$ cat src/shared/pif_pkg.sv
// Purpose: constants and types shared by the peripheral interrupt flag bank
// Assumes: 32-bit apb data, 8-bit byte addresses, one register per aligned word
// Notes: all registers reset to zero

`default_nettype none

package pif_pkg;

    // ==========================================================
    // apb register map (byte addresses)
    localparam logic [7:0] ADDR_FLAGS = 8'h00;
    localparam logic [7:0] ADDR_STATUS = 8'h04;
    localparam logic [7:0] ADDR_MASK = 8'h08;
    localparam logic [7:0] ADDR_CCP_MODE = 8'h0C;
    localparam logic [7:0] ADDR_SSP_CTRL = 8'h10;

    // ==========================================================
    // flag register bit positions
    localparam int BIT_PARALLEL_PORT = 7;
    localparam int BIT_CONVERSION_DONE = 6;
    localparam int BIT_RECEIVE_FULL = 5;
    localparam int BIT_TRANSMIT_EMPTY = 4;
    localparam int BIT_SYNC_SERIAL = 3;
    localparam int BIT_CAPTURE_COMPARE = 2;
    localparam int FLAG_W = 8;

    // writable flag vector order: {parallel, conversion, sync serial, capture}
    localparam int WFLAG_W = 4;
    localparam logic [WFLAG_W-1:0] WFLAG_RESET = 4'h0;

    // ==========================================================
    // event status / mask bit positions
    localparam int EV_PARALLEL_PORT = 0;
    localparam int EV_CONVERSION_DONE = 1;
    localparam int EV_RECEIVE_FULL = 2;
    localparam int EV_TRANSMIT_EMPTY = 3;
    localparam int EV_SYNC_SERIAL = 4;
    localparam int EV_CAPTURE_COMPARE = 5;
    localparam int EV_W = 6;
    localparam logic [EV_W-1:0] EV_RESET = 6'h00;

    // ==========================================================
    // ssp control field positions
    localparam int SSP_MODE_LSB = 0;
    localparam int SSP_MULTI_MASTER = 2;
    localparam int SSP_CTRL_W = 3;
    localparam logic [SSP_CTRL_W-1:0] SSP_CTRL_RESET = 3'h0;

    // ==========================================================
    // mode encodings
    typedef enum logic [1:0] {
        PIF_CCP_OFF = 2'b00,
        PIF_CCP_CAPTURE = 2'b01,
        PIF_CCP_COMPARE = 2'b10,
        PIF_CCP_PWM = 2'b11
    } pif_ccp_mode_t;

    typedef enum logic [1:0] {
        PIF_SSP_OFF = 2'b00,
        PIF_SSP_SPI = 2'b01,
        PIF_SSP_I2C_MASTER = 2'b10,
        PIF_SSP_RSVD = 2'b11
    } pif_ssp_mode_t;

endpackage

`default_nettype wire

$ cat src/design/pif_sticky_bits.sv
// Purpose: vector of sticky bits, hardware set wins over software load
// Assumes: set and load are synchronous to clk
// Notes: load writes load_val, so w1c is load with load_val zero

`timescale 1ns/1ps
`default_nettype none

module pif_sticky_bits #(
    parameter int W = 1,
    parameter logic [W-1:0] RESET_VAL = '0
) (
    input wire logic clk, // clock
    input wire logic rst_n, // async reset, active low
    input wire logic [W-1:0] set, // hardware set, per bit
    input wire logic [W-1:0] load, // software load enable, per bit
    input wire logic [W-1:0] load_val, // software load value
    output logic [W-1:0] q // current bits
);

    logic [W-1:0] q_reg;
    logic [W-1:0] q_next;

    // set beats a same-cycle load
    always_comb begin
        q_next = set | (load & load_val) | (~load & q_reg);
    end

    always_ff @(posedge clk or negedge rst_n) begin
        if (!rst_n) begin
            q_reg <= RESET_VAL;
        end else begin
            q_reg <= q_next;
        end
    end

    assign q = q_reg;

endmodule

`default_nettype wire

$ cat src/design/pif_flag_bank.sv
// Purpose: first bank of peripheral interrupt flags with an apb slave
// Assumes: all peripheral inputs synchronous to pclk, events one cycle wide
// Notes: flags set whatever any enable says; irq output uses its own mask

`timescale 1ns/1ps
`default_nettype none

module pif_flag_bank (
    input wire logic pclk, // apb clock, 25 MHz
    input wire logic presetn, // async reset, active low
    input wire logic psel, // apb select
    input wire logic penable, // apb access phase
    input wire logic pwrite, // apb direction, 1 = write
    input wire logic [7:0] paddr, // apb byte address
    input wire logic [31:0] pwdata, // apb write data
    output logic [31:0] prdata, // apb read data
    output logic pready, // apb ready
    output logic pslverr, // apb error, unmapped address
    input wire logic psp_access_done, // parallel slave port read/write finished
    input wire logic adc_conv_done, // conversion completed
    input wire logic rx_buf_full, // serial receive buffer holds data
    input wire logic tx_buf_empty, // serial transmit buffer is empty
    input wire logic spi_xfer_done, // spi transmission/reception took place
    input wire logic i2c_byte_done, // i2c byte transmitted or received
    input wire logic i2c_seq_done, // own start/stop/restart/ack completed
    input wire logic i2c_bus_start, // start seen on the i2c bus
    input wire logic i2c_bus_stop, // stop seen on the i2c bus
    input wire logic i2c_port_idle, // i2c port idle
    input wire logic ccp_capture_event, // timer value captured
    input wire logic ccp_compare_match, // timer matched compare value
    output logic [7:0] peripheral_irq_flags_a, // flag bank value
    output logic irq // level interrupt, unmasked event pending
);

    // ==========================================================
    // declarations
    logic ready_reg;
    logic err_reg;
    logic [31:0] rdata_reg;
    logic irq_reg;
    logic rx_full_reg;
    logic tx_empty_reg;
    logic [pif_pkg::EV_W-1:0] mask_reg;
    logic [1:0] ccp_mode_reg;
    logic [pif_pkg::SSP_CTRL_W-1:0] ssp_ctrl_reg;

    logic setup_phase;
    logic wr_done;
    logic addr_hit;
    logic [31:0] rd_data;

    logic wr_flags;
    logic wr_status;
    logic wr_mask;
    logic wr_ccp_mode;
    logic wr_ssp_ctrl;

    logic parallel_port_set;
    logic conversion_done_set;
    logic sync_serial_set;
    logic capture_compare_set;
    logic receive_full_rise;
    logic transmit_empty_rise;

    logic [1:0] ssp_mode;
    logic ssp_multi_master;

    logic [pif_pkg::WFLAG_W-1:0] wflag_set;
    logic [pif_pkg::WFLAG_W-1:0] wflag_load;
    logic [pif_pkg::WFLAG_W-1:0] wflag_val;
    logic [pif_pkg::WFLAG_W-1:0] wflag_q;

    logic [pif_pkg::EV_W-1:0] ev_set;
    logic [pif_pkg::EV_W-1:0] ev_clear;
    logic [pif_pkg::EV_W-1:0] status_q;

    logic [7:0] flags_now;

    // ==========================================================
    // apb decode
    assign setup_phase = psel && !penable;
    assign wr_done = psel && penable && pwrite && ready_reg;

    always_comb begin
        addr_hit = 1'b1;
        rd_data = 32'h0000_0000;
        case (paddr)
            pif_pkg::ADDR_FLAGS: begin
                rd_data[7:0] = flags_now;
            end
            pif_pkg::ADDR_STATUS: begin
                rd_data[pif_pkg::EV_W-1:0] = status_q;
            end
            pif_pkg::ADDR_MASK: begin
                rd_data[pif_pkg::EV_W-1:0] = mask_reg;
            end
            pif_pkg::ADDR_CCP_MODE: begin
                rd_data[1:0] = ccp_mode_reg;
            end
            pif_pkg::ADDR_SSP_CTRL: begin
                rd_data[pif_pkg::SSP_CTRL_W-1:0] = ssp_ctrl_reg;
            end
            default: begin
                addr_hit = 1'b0;
            end
        endcase
    end

    assign wr_flags = wr_done && !err_reg && (paddr == pif_pkg::ADDR_FLAGS);
    assign wr_status = wr_done && !err_reg && (paddr == pif_pkg::ADDR_STATUS);
    assign wr_mask = wr_done && !err_reg && (paddr == pif_pkg::ADDR_MASK);
    assign wr_ccp_mode = wr_done && !err_reg && (paddr == pif_pkg::ADDR_CCP_MODE);
    assign wr_ssp_ctrl = wr_done && !err_reg && (paddr == pif_pkg::ADDR_SSP_CTRL);

    // ==========================================================
    // apb answer: ready in the first access cycle, data caught at setup
    always_ff @(posedge pclk or negedge presetn) begin
        if (!presetn) begin
            ready_reg <= 1'b0;
        end else begin
            ready_reg <= setup_phase;
        end
    end

    always_ff @(posedge pclk or negedge presetn) begin
        if (!presetn) begin
            err_reg <= 1'b0;
        end else if (setup_phase) begin
            err_reg <= !addr_hit;
        end else if (ready_reg) begin
            err_reg <= 1'b0;
        end
    end

    always_ff @(posedge pclk or negedge presetn) begin
        if (!presetn) begin
            rdata_reg <= 32'h0000_0000;
        end else if (setup_phase && !pwrite) begin
            rdata_reg <= rd_data;
        end else if (ready_reg) begin
            rdata_reg <= 32'h0000_0000;
        end
    end

    assign pready = ready_reg;
    assign pslverr = err_reg;
    assign prdata = rdata_reg;

    // ==========================================================
    // control registers
    always_ff @(posedge pclk or negedge presetn) begin
        if (!presetn) begin
            mask_reg <= pif_pkg::EV_RESET;
        end else if (wr_mask) begin
            mask_reg <= pwdata[pif_pkg::EV_W-1:0];
        end
    end

    always_ff @(posedge pclk or negedge presetn) begin
        if (!presetn) begin
            ccp_mode_reg <= pif_pkg::PIF_CCP_OFF;
        end else if (wr_ccp_mode) begin
            ccp_mode_reg <= pwdata[1:0];
        end
    end

    always_ff @(posedge pclk or negedge presetn) begin
        if (!presetn) begin
            ssp_ctrl_reg <= pif_pkg::SSP_CTRL_RESET;
        end else if (wr_ssp_ctrl) begin
            ssp_ctrl_reg <= pwdata[pif_pkg::SSP_CTRL_W-1:0];
        end
    end

    assign ssp_mode = ssp_ctrl_reg[pif_pkg::SSP_MODE_LSB +: 2];
    assign ssp_multi_master = ssp_ctrl_reg[pif_pkg::SSP_MULTI_MASTER];

    // ==========================================================
    // flag set conditions, no enable gates them
    // no enable gating
    assign parallel_port_set = psp_access_done;

    assign conversion_done_set = adc_conv_done;

    always_comb begin
        sync_serial_set = 1'b0;
        case (ssp_mode)
            pif_pkg::PIF_SSP_SPI: begin
                sync_serial_set = spi_xfer_done;
            end
            pif_pkg::PIF_SSP_I2C_MASTER: begin
                sync_serial_set = i2c_byte_done || i2c_seq_done;
                if (ssp_multi_master && i2c_port_idle && (i2c_bus_start || i2c_bus_stop)) begin
                    sync_serial_set = 1'b1;
                end
            end
            default: begin
                sync_serial_set = 1'b0;
            end
        endcase
    end

    always_comb begin
        capture_compare_set = 1'b0;
        case (ccp_mode_reg)
            pif_pkg::PIF_CCP_CAPTURE: begin
                capture_compare_set = ccp_capture_event;
            end
            pif_pkg::PIF_CCP_COMPARE: begin
                capture_compare_set = ccp_compare_match;
            end
            pif_pkg::PIF_CCP_PWM: begin
                capture_compare_set = 1'b0;
            end
            default: begin
                capture_compare_set = 1'b0;
            end
        endcase
    end

    // ==========================================================
    // writable flags: sticky, cleared or loaded only by software
    assign wflag_set = {parallel_port_set, conversion_done_set,
                        sync_serial_set, capture_compare_set};
    assign wflag_val = {pwdata[pif_pkg::BIT_PARALLEL_PORT],
                        pwdata[pif_pkg::BIT_CONVERSION_DONE],
                        pwdata[pif_pkg::BIT_SYNC_SERIAL],
                        pwdata[pif_pkg::BIT_CAPTURE_COMPARE]};
    assign wflag_load = {pif_pkg::WFLAG_W{wr_flags}};

    pif_sticky_bits #(
        .W(pif_pkg::WFLAG_W),
        .RESET_VAL(pif_pkg::WFLAG_RESET)
    ) u_flags (
        .clk(pclk),
        .rst_n(presetn),
        .set(wflag_set),
        .load(wflag_load),
        .load_val(wflag_val),
        .q(wflag_q)
    );

    // ==========================================================
    // buffer state bits, read only
    // follows receive buffer
    always_ff @(posedge pclk or negedge presetn) begin
        if (!presetn) begin
            rx_full_reg <= 1'b0;
        end else begin
            rx_full_reg <= rx_buf_full;
        end
    end

    always_ff @(posedge pclk or negedge presetn) begin
        if (!presetn) begin
            tx_empty_reg <= 1'b0;
        end else begin
            tx_empty_reg <= tx_buf_empty;
        end
    end

    assign receive_full_rise = rx_buf_full && !rx_full_reg;
    assign transmit_empty_rise = tx_buf_empty && !tx_empty_reg;

    // ==========================================================
    // flag bank assembly; bits 1 and 0 live outside this bank
    always_comb begin
        flags_now = 8'h00;
        flags_now[pif_pkg::BIT_PARALLEL_PORT] = wflag_q[3];
        flags_now[pif_pkg::BIT_CONVERSION_DONE] = wflag_q[2];
        flags_now[pif_pkg::BIT_RECEIVE_FULL] = rx_full_reg;
        flags_now[pif_pkg::BIT_TRANSMIT_EMPTY] = tx_empty_reg;
        flags_now[pif_pkg::BIT_SYNC_SERIAL] = wflag_q[1];
        flags_now[pif_pkg::BIT_CAPTURE_COMPARE] = wflag_q[0];
    end

    assign peripheral_irq_flags_a = flags_now;

    // ==========================================================
    // interrupt status: sticky events, write one to clear
    always_comb begin
        ev_set = pif_pkg::EV_RESET;
        ev_set[pif_pkg::EV_PARALLEL_PORT] = parallel_port_set;
        ev_set[pif_pkg::EV_CONVERSION_DONE] = conversion_done_set;
        ev_set[pif_pkg::EV_RECEIVE_FULL] = receive_full_rise;
        ev_set[pif_pkg::EV_TRANSMIT_EMPTY] = transmit_empty_rise;
        ev_set[pif_pkg::EV_SYNC_SERIAL] = sync_serial_set;
        ev_set[pif_pkg::EV_CAPTURE_COMPARE] = capture_compare_set;
    end

    assign ev_clear = wr_status ? pwdata[pif_pkg::EV_W-1:0] : pif_pkg::EV_RESET;

    pif_sticky_bits #(
        .W(pif_pkg::EV_W),
        .RESET_VAL(pif_pkg::EV_RESET)
    ) u_status (
        .clk(pclk),
        .rst_n(presetn),
        .set(ev_set),
        .load(ev_clear),
        .load_val(pif_pkg::EV_RESET),
        .q(status_q)
    );

    // ==========================================================
    // interrupt output
    always_ff @(posedge pclk or negedge presetn) begin
        if (!presetn) begin
            irq_reg <= 1'b0;
        end else begin
            irq_reg <= |(status_q & mask_reg);
        end
    end

    assign irq = irq_reg;

endmodule

`default_nettype wire

$ cat config.mk
export PLATFORM = sky130hd
export DESIGN_NAME = pif_flag_bank
export DESIGN_NICKNAME = d
export VERILOG_FILES = /design/src/shared/pif_pkg.sv /design/src/design/pif_sticky_bits.sv /design/src/design/pif_flag_bank.sv
export SDC_FILE = /design/constraint.sdc
export NUM_CORES = 1
export LEC_CHECK = 0
export ABC_AREA = 0
export ABC_CLOCK_PERIOD_IN_PS = 3900
export BUFFER_PORTS_ARGS = -buffer_cell sky130_fd_sc_hd__buf_2
export CORE_MARGIN = 4
export CORE_UTILIZATION = 50
export CTS_BUF_LIST = sky130_fd_sc_hd__clkbuf_8
export DETAILED_ROUTE_END_ITERATION = 6
export GPL_TIMING_DRIVEN = 0
export PLACE_DENSITY = 0.92
export SLEW_MARGIN = 20
export SYNTH_ARGS = -nofsm -noshare
export SYNTH_HDL_FRONTEND = slang
export SYNTH_SLANG_ARGS = --single-unit
$ cat constraint.sdc
create_clock -name pclk -period 3.9 [get_ports pclk]
set_input_delay 0.39 -clock pclk [delete_from_list [all_inputs] [get_ports pclk]]
set_output_delay 0.39 -clock pclk [all_outputs]
set_load 0.02 [all_outputs]
Word level (Yosys, flattened, before mapping)

Index checks and enable logic that the tools add are counted.

Input bits: 57
Output and inout port bits: 43
Logic and storage cells: 69
Flip-flop bits (word level): 58

Reduce and logical (&&, ||, !) cells: 28
Muxes and demuxes: 13
Equality and inequality tests: 8
Bitwise operators: 9

Operator list:

| cell               | number |
|---|---|
| $mux 32            | 2 |
| $eq 8x4->1 const B | 2 |
| $logic_and 1x1->1  | 15 |
| $and 6x6->6        | 2 |
| $pmux 3 s3         | 1 |
| $and 4x4->4        | 2 |
| $eq 8x3->1 const B | 1 |
| $eq 8x5->1 const B | 1 |
| $logic_not 8->1    | 1 |
| $or 4x4->4         | 2 |
| $pmux 2 s4         | 1 |
| $logic_not 1->1    | 6 |
| $mux 6             | 1 |
| $not 6->6          | 1 |
| $or 6x6->6         | 1 |
| $reduce_or 6->1    | 1 |
| $reduce_or 5->1    | 1 |
| $eq 2x1->1 const B | 2 |
| $eq 2x2->1 const B | 2 |
| $mux 1             | 4 |
| $not 4->4          | 1 |
| $pmux 1 s2         | 2 |
| $pmux 1 s4         | 1 |
| $reduce_bool 2->1  | 2 |
| other kinds (2)    | 3 |

Longest topological paths before layout

Gate-level depths: netlist of the first run.

Depth in word-level cells: 9
Depth in mapped cells: 5
Mapped depth without buffers: 5

Cells and area by module

A second synthesis of the first run with hierarchy kept.

Cell total of the unflattened synthesis: 194
Area, all modules: 1979.4 µm²

By module, submodules not included:

| module                      | times used | cells an instance | seq. area each (µm²) | area an instance (µm²) |
|---|---|---|---|---|
| pif_flag_bank               | 1          | 164               | 600.6                | 1579.0 |
| pif_sticky_bits at u_status | 1          | 18                | 150.1                | 240.2 |
| pif_sticky_bits at u_flags  | 1          | 12                | 100.1                | 160.2 |

Least setup slack after synthesis of the first run

OpenSTA, ideal clock, no wires.

Path type: input-to-reg
From: input port paddr[1]
To: register mask_reg[0] (netlist name)
Stages: 4
Arrival time: 1.507 ns
Path buffers: 0
Path slack: 2.268 ns
Cells stage by stage: or4_4 > nor2_4 > nand3_4 > mux2_4

Cells in the longest elaborated chain, start to end: 2

Ends and longest elaborated chain:

| what                 | line                 | RTL |
|---|---|---|
| start, declared      | pif_flag_bank.sv:14  | `input wire logic [7:0] paddr,` |
| $eq 8x4->1           | pif_flag_bank.sv:111 | `assign wr_mask = wr_done && !err_reg && (paddr == pif_pkg::ADDR_MASK);` |
| $logic_and 1x1->1    | pif_flag_bank.sv:111 |  |
| end signal, assigned | pif_flag_bank.sv:153 | `mask_reg <= pif_pkg::EV_RESET;` |
| end signal, assigned | pif_flag_bank.sv:155 | `mask_reg <= pwdata[pif_pkg::EV_W-1:0];` |
| end, declared        | pif_flag_bank.sv:43  | `logic [pif_pkg::EV_W-1:0] mask_reg;` |

No other way between the ends.
A chain may end at the register's enable or synchronous reset.

Final worst setup path of the first run

From: register err_reg, in the netlist pslverr
To: register ssp_ctrl_reg[2] (netlist name)

Cells in the longest elaborated chain, start to end: 3

Ends and longest elaborated chain:

| what                            | line                 | RTL |
|---|---|---|
| start, declared                 | pif_flag_bank.sv:38  | `logic err_reg;` |
| start signal, assigned          | pif_flag_bank.sv:129 | `err_reg <= !addr_hit;` |
| $logic_not 1->1                 | pif_flag_bank.sv:113 | `assign wr_ssp_ctrl = wr_done && !err_reg && (paddr == pif_pkg::ADDR_SSP_CTRL);` |
| $logic_and 1x1->1 (2 in series) | pif_flag_bank.sv:113 |  |
| end signal, assigned            | pif_flag_bank.sv:169 | `ssp_ctrl_reg <= pif_pkg::SSP_CTRL_RESET;` |
| end signal, assigned            | pif_flag_bank.sv:171 | `ssp_ctrl_reg <= pwdata[pif_pkg::SSP_CTRL_W-1:0];` |
| end, declared                   | pif_flag_bank.sv:45  | `logic [pif_pkg::SSP_CTRL_W-1:0] ssp_ctrl_reg;` |

No other way between the ends.

==> impl_metrics.ini, run 1 <==
[run_status]
outcome = finished clean

[clock_tree]
hold_fix_buffers_cts = 0
cts_buffer_depth = 2
h_tree_level_count = 2
post_cts_buffers = 0
cts_root_buffer = sky130_fd_sc_hd__clkbuf_8
worst_skew_pair.late_latency_ns = 0.29
cts_tree = done
cts_made_buffers = 5
sink_count = 34
clk_transition_reported_paths_ns = 0.07
post_cts_resized = 0

[worst_setup_path]
critical_path_peak_fanout = 3
worst_setup_path_start_kind = register
max_stage_delay_ns = 0.39
worstPathBufferInverterCount = 0
setup.worst_path.class = register to register
cpLargestDelayFamily = simple AND/OR/NAND/NOR gates
required_ns = 4.07
crit_slowest_cell = sky130_fd_sc_hd__mux2_1
worstSetupEndpointType = register
crit_path_cell_trace = and3b_1, and3_1, nand4_1, mux2_1
critPathArrivalTime_ns = 1.82

[global_route]
first_global_vias = 1502
antenna_found_initial = 0
globalRoute.totalOverflow = 0
grt_max_degree = 35
grt.total_usage = 0.182
first_pass_grt_wire_length_um = 7060

[yosys]
synthesis_stage_register_bit_count = 34
synthesis.area_sq_um = 1940
synth_cell_types = 44
asyncSetResetFlopFracSynth = 1.00
synth-edff-count = 0
mean_post_synth_cell_area_sq_um = 10.8
syn_inst = 180
ys_warn_count = 0
yosys_most_used_dff = sky130_fd_sc_hd__dfrtp_1
synth_seq_area_share = 0.439

[timing]
finalWorstSetupSlack_ns = 2.25
tightest_slew_ns = 0.754
finalWorstPathRequiredPeriod_ns = 1.65
fin_setup_tns_ns = 0
grt_setup_unrepaired = false
clock.fmax_mhz = 607
finalClockSkew_ns = 0.00989
report.final.hold_viol_count = 0
finalMaxSlewViolations = 0
whs_ns = 0.161
max-slew-margin-rel = 0.497
report.final.setup_viol = 0
min_period_over_period = 0.423

[placement]
detailedPlacementHpwl_um = 3410
numPlacedInstances = 302
gp_routability_congestion = 0.841
dp_slack_ns = 2.00
io_buffer_count = 49

[floorplanning]
start_util = 0.522
die_height_um = 70.3
die_x_um = 70.3
total_core_area_sq_um = 3720
floorplan.die_area_sq_um = 4940
floorplan.rows = 22
io_pins = 100

[routing]
route.antenna.remaining_nets = 0
via_count = 1516
wl_um = 4350
route.detailed.wl_per_inst_um = 14.0
detail_route.first_pass.iterations = 5
vias_per_cell = 4.89
violation_count_after_the_first_detailed_routing_iteration = 103
drc = 0

[power]
irDropWorstVdd_mv = 0.202
static-leakage-power_nw = 1.35
power_per_cell_area_nw_per_um2 = 322
power_w = 0.000788

[layout]
largest_register_ff_count = 8
synthToLayoutAreaGrowth_pct = 26.2
antennaDiodeCount = 0
nNetsFinal = 322
fill_cell_total_of_the_finished_layout = 324
layout_cells_sized_above_1 = 0.389
final-instance-count-excl-fill = 310

[run]
timing.max_cap.violations = 0

[worst_hold_path]
min_path_type = input port to async pin
[per-stage QoR]
stage	utilization	cell area, sq um
floorplan	-	2030
global placement	0.629	2340
detailed placement	0.629	2340
CTS	0.658	2450
global route	0.658	2450
finish	0.658	2450
[worst register-to-register path, cell delays in order (launching register included)]
cell	delay (ns)
sky130_fd_sc_hd__dfrtp_1	0.38
sky130_fd_sc_hd__and3b_1	0.26
sky130_fd_sc_hd__and3_1	0.26
sky130_fd_sc_hd__nand4_1	0.24
sky130_fd_sc_hd__mux2_1	0.39
[layer usage]
layer / track usage / vias up / part of all wire
met4: 0.0638 / 0 / 0.0094
met1: 0.230 / 691 / 0.42
met3: 0.0518 / 6 / 0.085
li1: - / 749 / -
met2: 0.297 / 70 / 0.49
met5: 0 / - / 0
[report_power, final]
part	switching [W]	internal [W]
Sequential	0.00000285	0.000356
Clock	0.000132	0.000188
Combinational	0.0000648	0.0000451
[layout make-up]
cell class | instances | area [sq um] | area share
well taps | 48 | 60.1 | 0.0246
clock buffers | 5 | 68.8 | 0.0281
inverters | 14 | 52.6 | 0.0215
multi-input cells | 127 | 910 | 0.372
clock inverters | 3 | 40.0 | 0.0164
repair buffers | 49 | 245 | 0.100
plain buffers | 30 | 219 | 0.0895
flip-flops and latches | 34 | 851 | 0.348
[Yosys cell counts (all sizes together) (2+ instances only)]
cell type | number | share of area
a211o | 2 | 0.0090
a221o | 2 | 0.010
a22o | 3 | 0.014
a22oi | 6 | 0.023
a32o | 3 | 0.015
buf | 29 | 0.11
dfrtp | 34 | 0.44
ha | 4 | 0.026
inv | 14 | 0.027
mux2 | 10 | 0.070
mux2i | 8 | 0.041
nand2 | 8 | 0.015
nand2b | 2 | 0.0065
nand3 | 2 | 0.012
nand4 | 4 | 0.013
nor2 | 6 | 0.015
nor2b | 7 | 0.023
nor3 | 2 | 0.011
nor4 | 2 | 0.0097
o21ai | 15 | 0.039
[cells in the final DEF, fill, tap and decap left out, types with 2 or more instances in the layout]
| cell | instances |
|---|---|
| sky130_fd_sc_hd__a211o_1 | 2 |
| sky130_fd_sc_hd__a221o_1 | 2 |
| sky130_fd_sc_hd__a22o_1 | 3 |
| sky130_fd_sc_hd__a22oi_1 | 6 |
| sky130_fd_sc_hd__a32o_1 | 3 |
| sky130_fd_sc_hd__buf_2 | 50 |
| sky130_fd_sc_hd__buf_4 | 28 |
| sky130_fd_sc_hd__clkbuf_8 | 5 |
| sky130_fd_sc_hd__clkinv_2 | 2 |
| sky130_fd_sc_hd__conb_1 | 26 |
| sky130_fd_sc_hd__dfrtp_1 | 34 |
| sky130_fd_sc_hd__ha_1 | 4 |
| sky130_fd_sc_hd__inv_1 | 14 |
| sky130_fd_sc_hd__mux2_2 | 3 |
| sky130_fd_sc_hd__mux2_4 | 6 |
| sky130_fd_sc_hd__mux2i_1 | 8 |
| sky130_fd_sc_hd__nand2_1 | 8 |
| sky130_fd_sc_hd__nand2b_1 | 2 |
| sky130_fd_sc_hd__nand4_1 | 4 |
| sky130_fd_sc_hd__nor2_1 | 5 |
| sky130_fd_sc_hd__nor2b_1 | 7 |
| sky130_fd_sc_hd__o21ai_0 | 15 |
[kinds of logic after synthesis]
| group | Yosys count | share of synthesized area |
|---|---|---|
| adders and majority gates | 4 | 0.0258 |
| DFF | 34 | 0.439 |
| muxes | 18 | 0.111 |
| and+or+nand+nor | 43 | 0.150 |
| buffers and inverters | 44 | 0.140 |
| other | 1 | 0.00193 |
| AOI/OAI and AO/OA | 36 | 0.132 |
[path summary, 6_finish.rpt]
kind	start	to	slack (ns)	cells past startpoint
setup / recovery	pslverr	ssp_ctrl_reg[2]	2.25	4
hold / removal	presetn	pready	0.16	1
setup reg to reg	pslverr	ssp_ctrl_reg[2]	2.25	4
hold reg to reg	prdata[6]	prdata[6]	0.49	1
max in group asynchronous	presetn	mask_reg[4]	3.25	1
min in group pclk	rx_buf_full	rx_full_reg	0.22	1
(Power assumes the default switching activity.)
==> inputs of run 2 (changes only) <==
--- a/config.mk
+++ b/config.mk
@@ -6,14 +6,14 @@
 export NUM_CORES = 1
 export LEC_CHECK = 0
 export ABC_AREA = 0
-export ABC_CLOCK_PERIOD_IN_PS = 3900
+export ABC_CLOCK_PERIOD_IN_PS = 1450
 export BUFFER_PORTS_ARGS = -buffer_cell sky130_fd_sc_hd__buf_2
 export CORE_MARGIN = 4
-export CORE_UTILIZATION = 50
+export CORE_UTILIZATION = 42
 export CTS_BUF_LIST = sky130_fd_sc_hd__clkbuf_8
 export DETAILED_ROUTE_END_ITERATION = 6
 export GPL_TIMING_DRIVEN = 0
-export PLACE_DENSITY = 0.92
+export PLACE_DENSITY = 0.83
 export SLEW_MARGIN = 20
 export SYNTH_ARGS = -nofsm -noshare
 export SYNTH_HDL_FRONTEND = slang
==> constraint.sdc (replaced) <==
create_clock -name pclk -period 1.45 [get_ports pclk]
set_input_delay 0.145 -clock pclk [delete_from_list [all_inputs] [get_ports pclk]]
set_output_delay 0.145 -clock pclk [all_outputs]
set_load 0.02 [all_outputs]
==> run 2 against run 1 <==
Net effect: the run now ends with setup timing left; power grew to 2.5 times the previous value; first-iteration DRC count grew 17%; sequential power grew to 2.7 times the previous value; combinational power rose to 2.8 times the previous value; final area up 2.9%; sequential share of layout area down 0.89 points; highest routed layer unchanged; core utilization decreased by 8.8 points.
==> impl_metrics.ini, run 2 (same netlist as run 1, synthesis figures left out) <==
[timing]
whs_ns = 0.0433
finalWorstSetupSlack_ns = -0.0144
clock.fmax_mhz = 683
finalMaxSlewViolations = 0
finalWorstPathRequiredPeriod_ns = 1.46
tightest_slew_ns = 0.751
finalClockSkew_ns = 0.00424
min_period_over_period = 1.01
max-slew-margin-rel = 0.499
fin_setup_tns_ns = -0.0574
grt_setup_unrepaired = true
report.final.setup_viol = 7
report.final.hold_viol_count = 0

[clock_tree]
cts_root_buffer = sky130_fd_sc_hd__clkbuf_8
cts_buffer_depth = 2
cts_tree = done
worst_skew_pair.late_latency_ns = 0.29
h_tree_level_count = 2
cts_made_buffers = 5
sink_count = 34
clk_transition_reported_paths_ns = 0.07

[placement]
detailedPlacementHpwl_um = 3510
gp_routability_congestion = 0.851
dp_slack_ns = -0.227
io_buffer_count = 49

[layout]
antennaDiodeCount = 0
nNetsFinal = 330
fill_cell_total_of_the_finished_layout = 414
mostFrequentLayoutCell = sky130_fd_sc_hd__buf_2
largest_register_ff_count = 8
multiInputGateArea_sq_um = 920
mostFrequentLayoutCells = 50 x sky130_fd_sc_hd__buf_2, 33 x sky130_fd_sc_hd__buf_4, 32 x sky130_fd_sc_hd__dfrtp_1
layout_cells_sized_above_1 = 0.415
seqCellArea_sq_um = 853
synthToLayoutAreaGrowth_pct = 29.9

[worst_setup_path]
reg2reg_to = ssp_ctrl_reg[2]
worst-r2r-cell-count = 4
worstPathBufferInverterCount = 0
worstSetupEndpointType = register
reg2reg_from = pslverr
required_ns = 1.63
regToRegSetupSlack_ns = -0.01
critPathArrivalTime_ns = 1.64
max_stage_delay_ns = 0.40
cpLargestDelayFamily = simple AND/OR/NAND/NOR gates
crit_path_cell_trace = and3b_2, and3_4, nand4_1, mux2_4
crit_slowest_cell = sky130_fd_sc_hd__dfrtp_2
worst_setup_path_start_kind = register
setup.worst_path.class = register to register
crit_path_end = ssp_ctrl_reg[2]
critical_path_peak_fanout = 3
cp.depth = 4
timing.critical_path.from = pslverr

[routing]
route.detailed.wl_per_inst_um = 13.9
violation_count_after_the_first_detailed_routing_iteration = 121
vias_per_cell = 4.84
route.antenna.remaining_nets = 0
via_count = 1560
drc = 0
detail_route.first_pass.iterations = 4
wl_um = 4460

[power]
power.sequential.fraction = 0.482
share_comb_of_total_power = 0.155
power_w = 0.00200
netSwitchingFraction = 0.265
static-leakage-power_nw = 1.37
irDropWorstVdd_mv = 0.495
switching_power_w = 0.000531
intPower_w = 0.00147
power_frac_clock = 0.363
power_per_cell_area_nw_per_um2 = 796

[run_status]
violations = setup timing
outcome = complete, but fails checks

[floorplanning]
die_height_um = 75.9
die_x_um = 75.9
floorplan.rows = 24
floorplan.die_area_sq_um = 5770
start_util = 0.439
total_core_area_sq_um = 4410
io_pins = 100

[global_route]
globalRoute.totalOverflow = 0
grt.total_usage = 0.156
antenna_found_initial = 0
first_pass_grt_wire_length_um = 7280
grt_max_degree = 35
first_global_vias = 1547

[run]
timing.max_cap.violations = 0

[worst_hold_path]
min_path_type = input port to register
-- run 2: worst min path at each step --
stage                               start  cells past startpoint               to  slack, ns
final                             penable                      2           pready       0.04
after global routing      psp_access_done                      2     u_flags.q[3]       0.05
after CTS                         penable                      2           pready       0.04
after detailed placement          presetn                      1        prdata[2]       0.25
after global placement            presetn                      1        prdata[2]       0.25
after floorplan                   presetn                      0  ccp_mode_reg[0]      -0.15
-- run 2: layout make-up --
| cell class | count | area share |
|---|---|---|
| multi-input cells | 127 | 0.365 |
| flip-flops and latches | 34 | 0.339 |
| repair buffers | 57 | 0.124 |
| plain buffers | 30 | 0.0870 |
| clock buffers | 6 | 0.0328 |
| well taps | 52 | 0.0258 |
| inverters | 14 | 0.0209 |
| clock inverters | 2 | 0.00497 |
-- run 2: per-stage QoR --
step / area (sq um) / cells / utilization
after floorplan: 2040 / 205 / -
after global placement: 2350 / 306 / 0.532
after detailed placement: 2350 / 306 / 0.532
after CTS: 2500 / 320 / 0.566
after global routing: 2520 / 322 / 0.570
final: 2520 / 322 / 0.570
-- run 2: layer usage --
| metal | global-route usage | wire, um | vias up |
|---|---|---|---|
| li1 | - | - | 760 |
| met2 | 0.247 | 2160 | 65 |
| met4 | 0.0623 | 68 | 0 |
| met1 | 0.189 | 1810 | 729 |
| met3 | 0.0592 | 422 | 6 |
| met5 | 0 | 0 | - |
-- run 2: repair_timing --
| action | 4_1_cts | 5_1_grt |
|---|---|---|
| hold buffers | 3 | 0 |
| endpoints found under the setup margin | 11 | 15 |
| endpoints found under the hold margin | 36 | 0 |
| buffers inserted | 3 | 2 |
| pin swaps | 1 | 1 |
| resized for setup | 1 | 6 |
-- run 2: power groups by stage --
stage                     combinational, W  clock, W  sequential, W
after detailed placement          0.000293         0       0.000984
after CTS                         0.000305  0.000758       0.000965
after global routing              0.000340  0.000792       0.000966
after global placement            0.000289         0       0.000984
after floorplan                   0.000186         0       0.000990
final                             0.000311  0.000727       0.000966
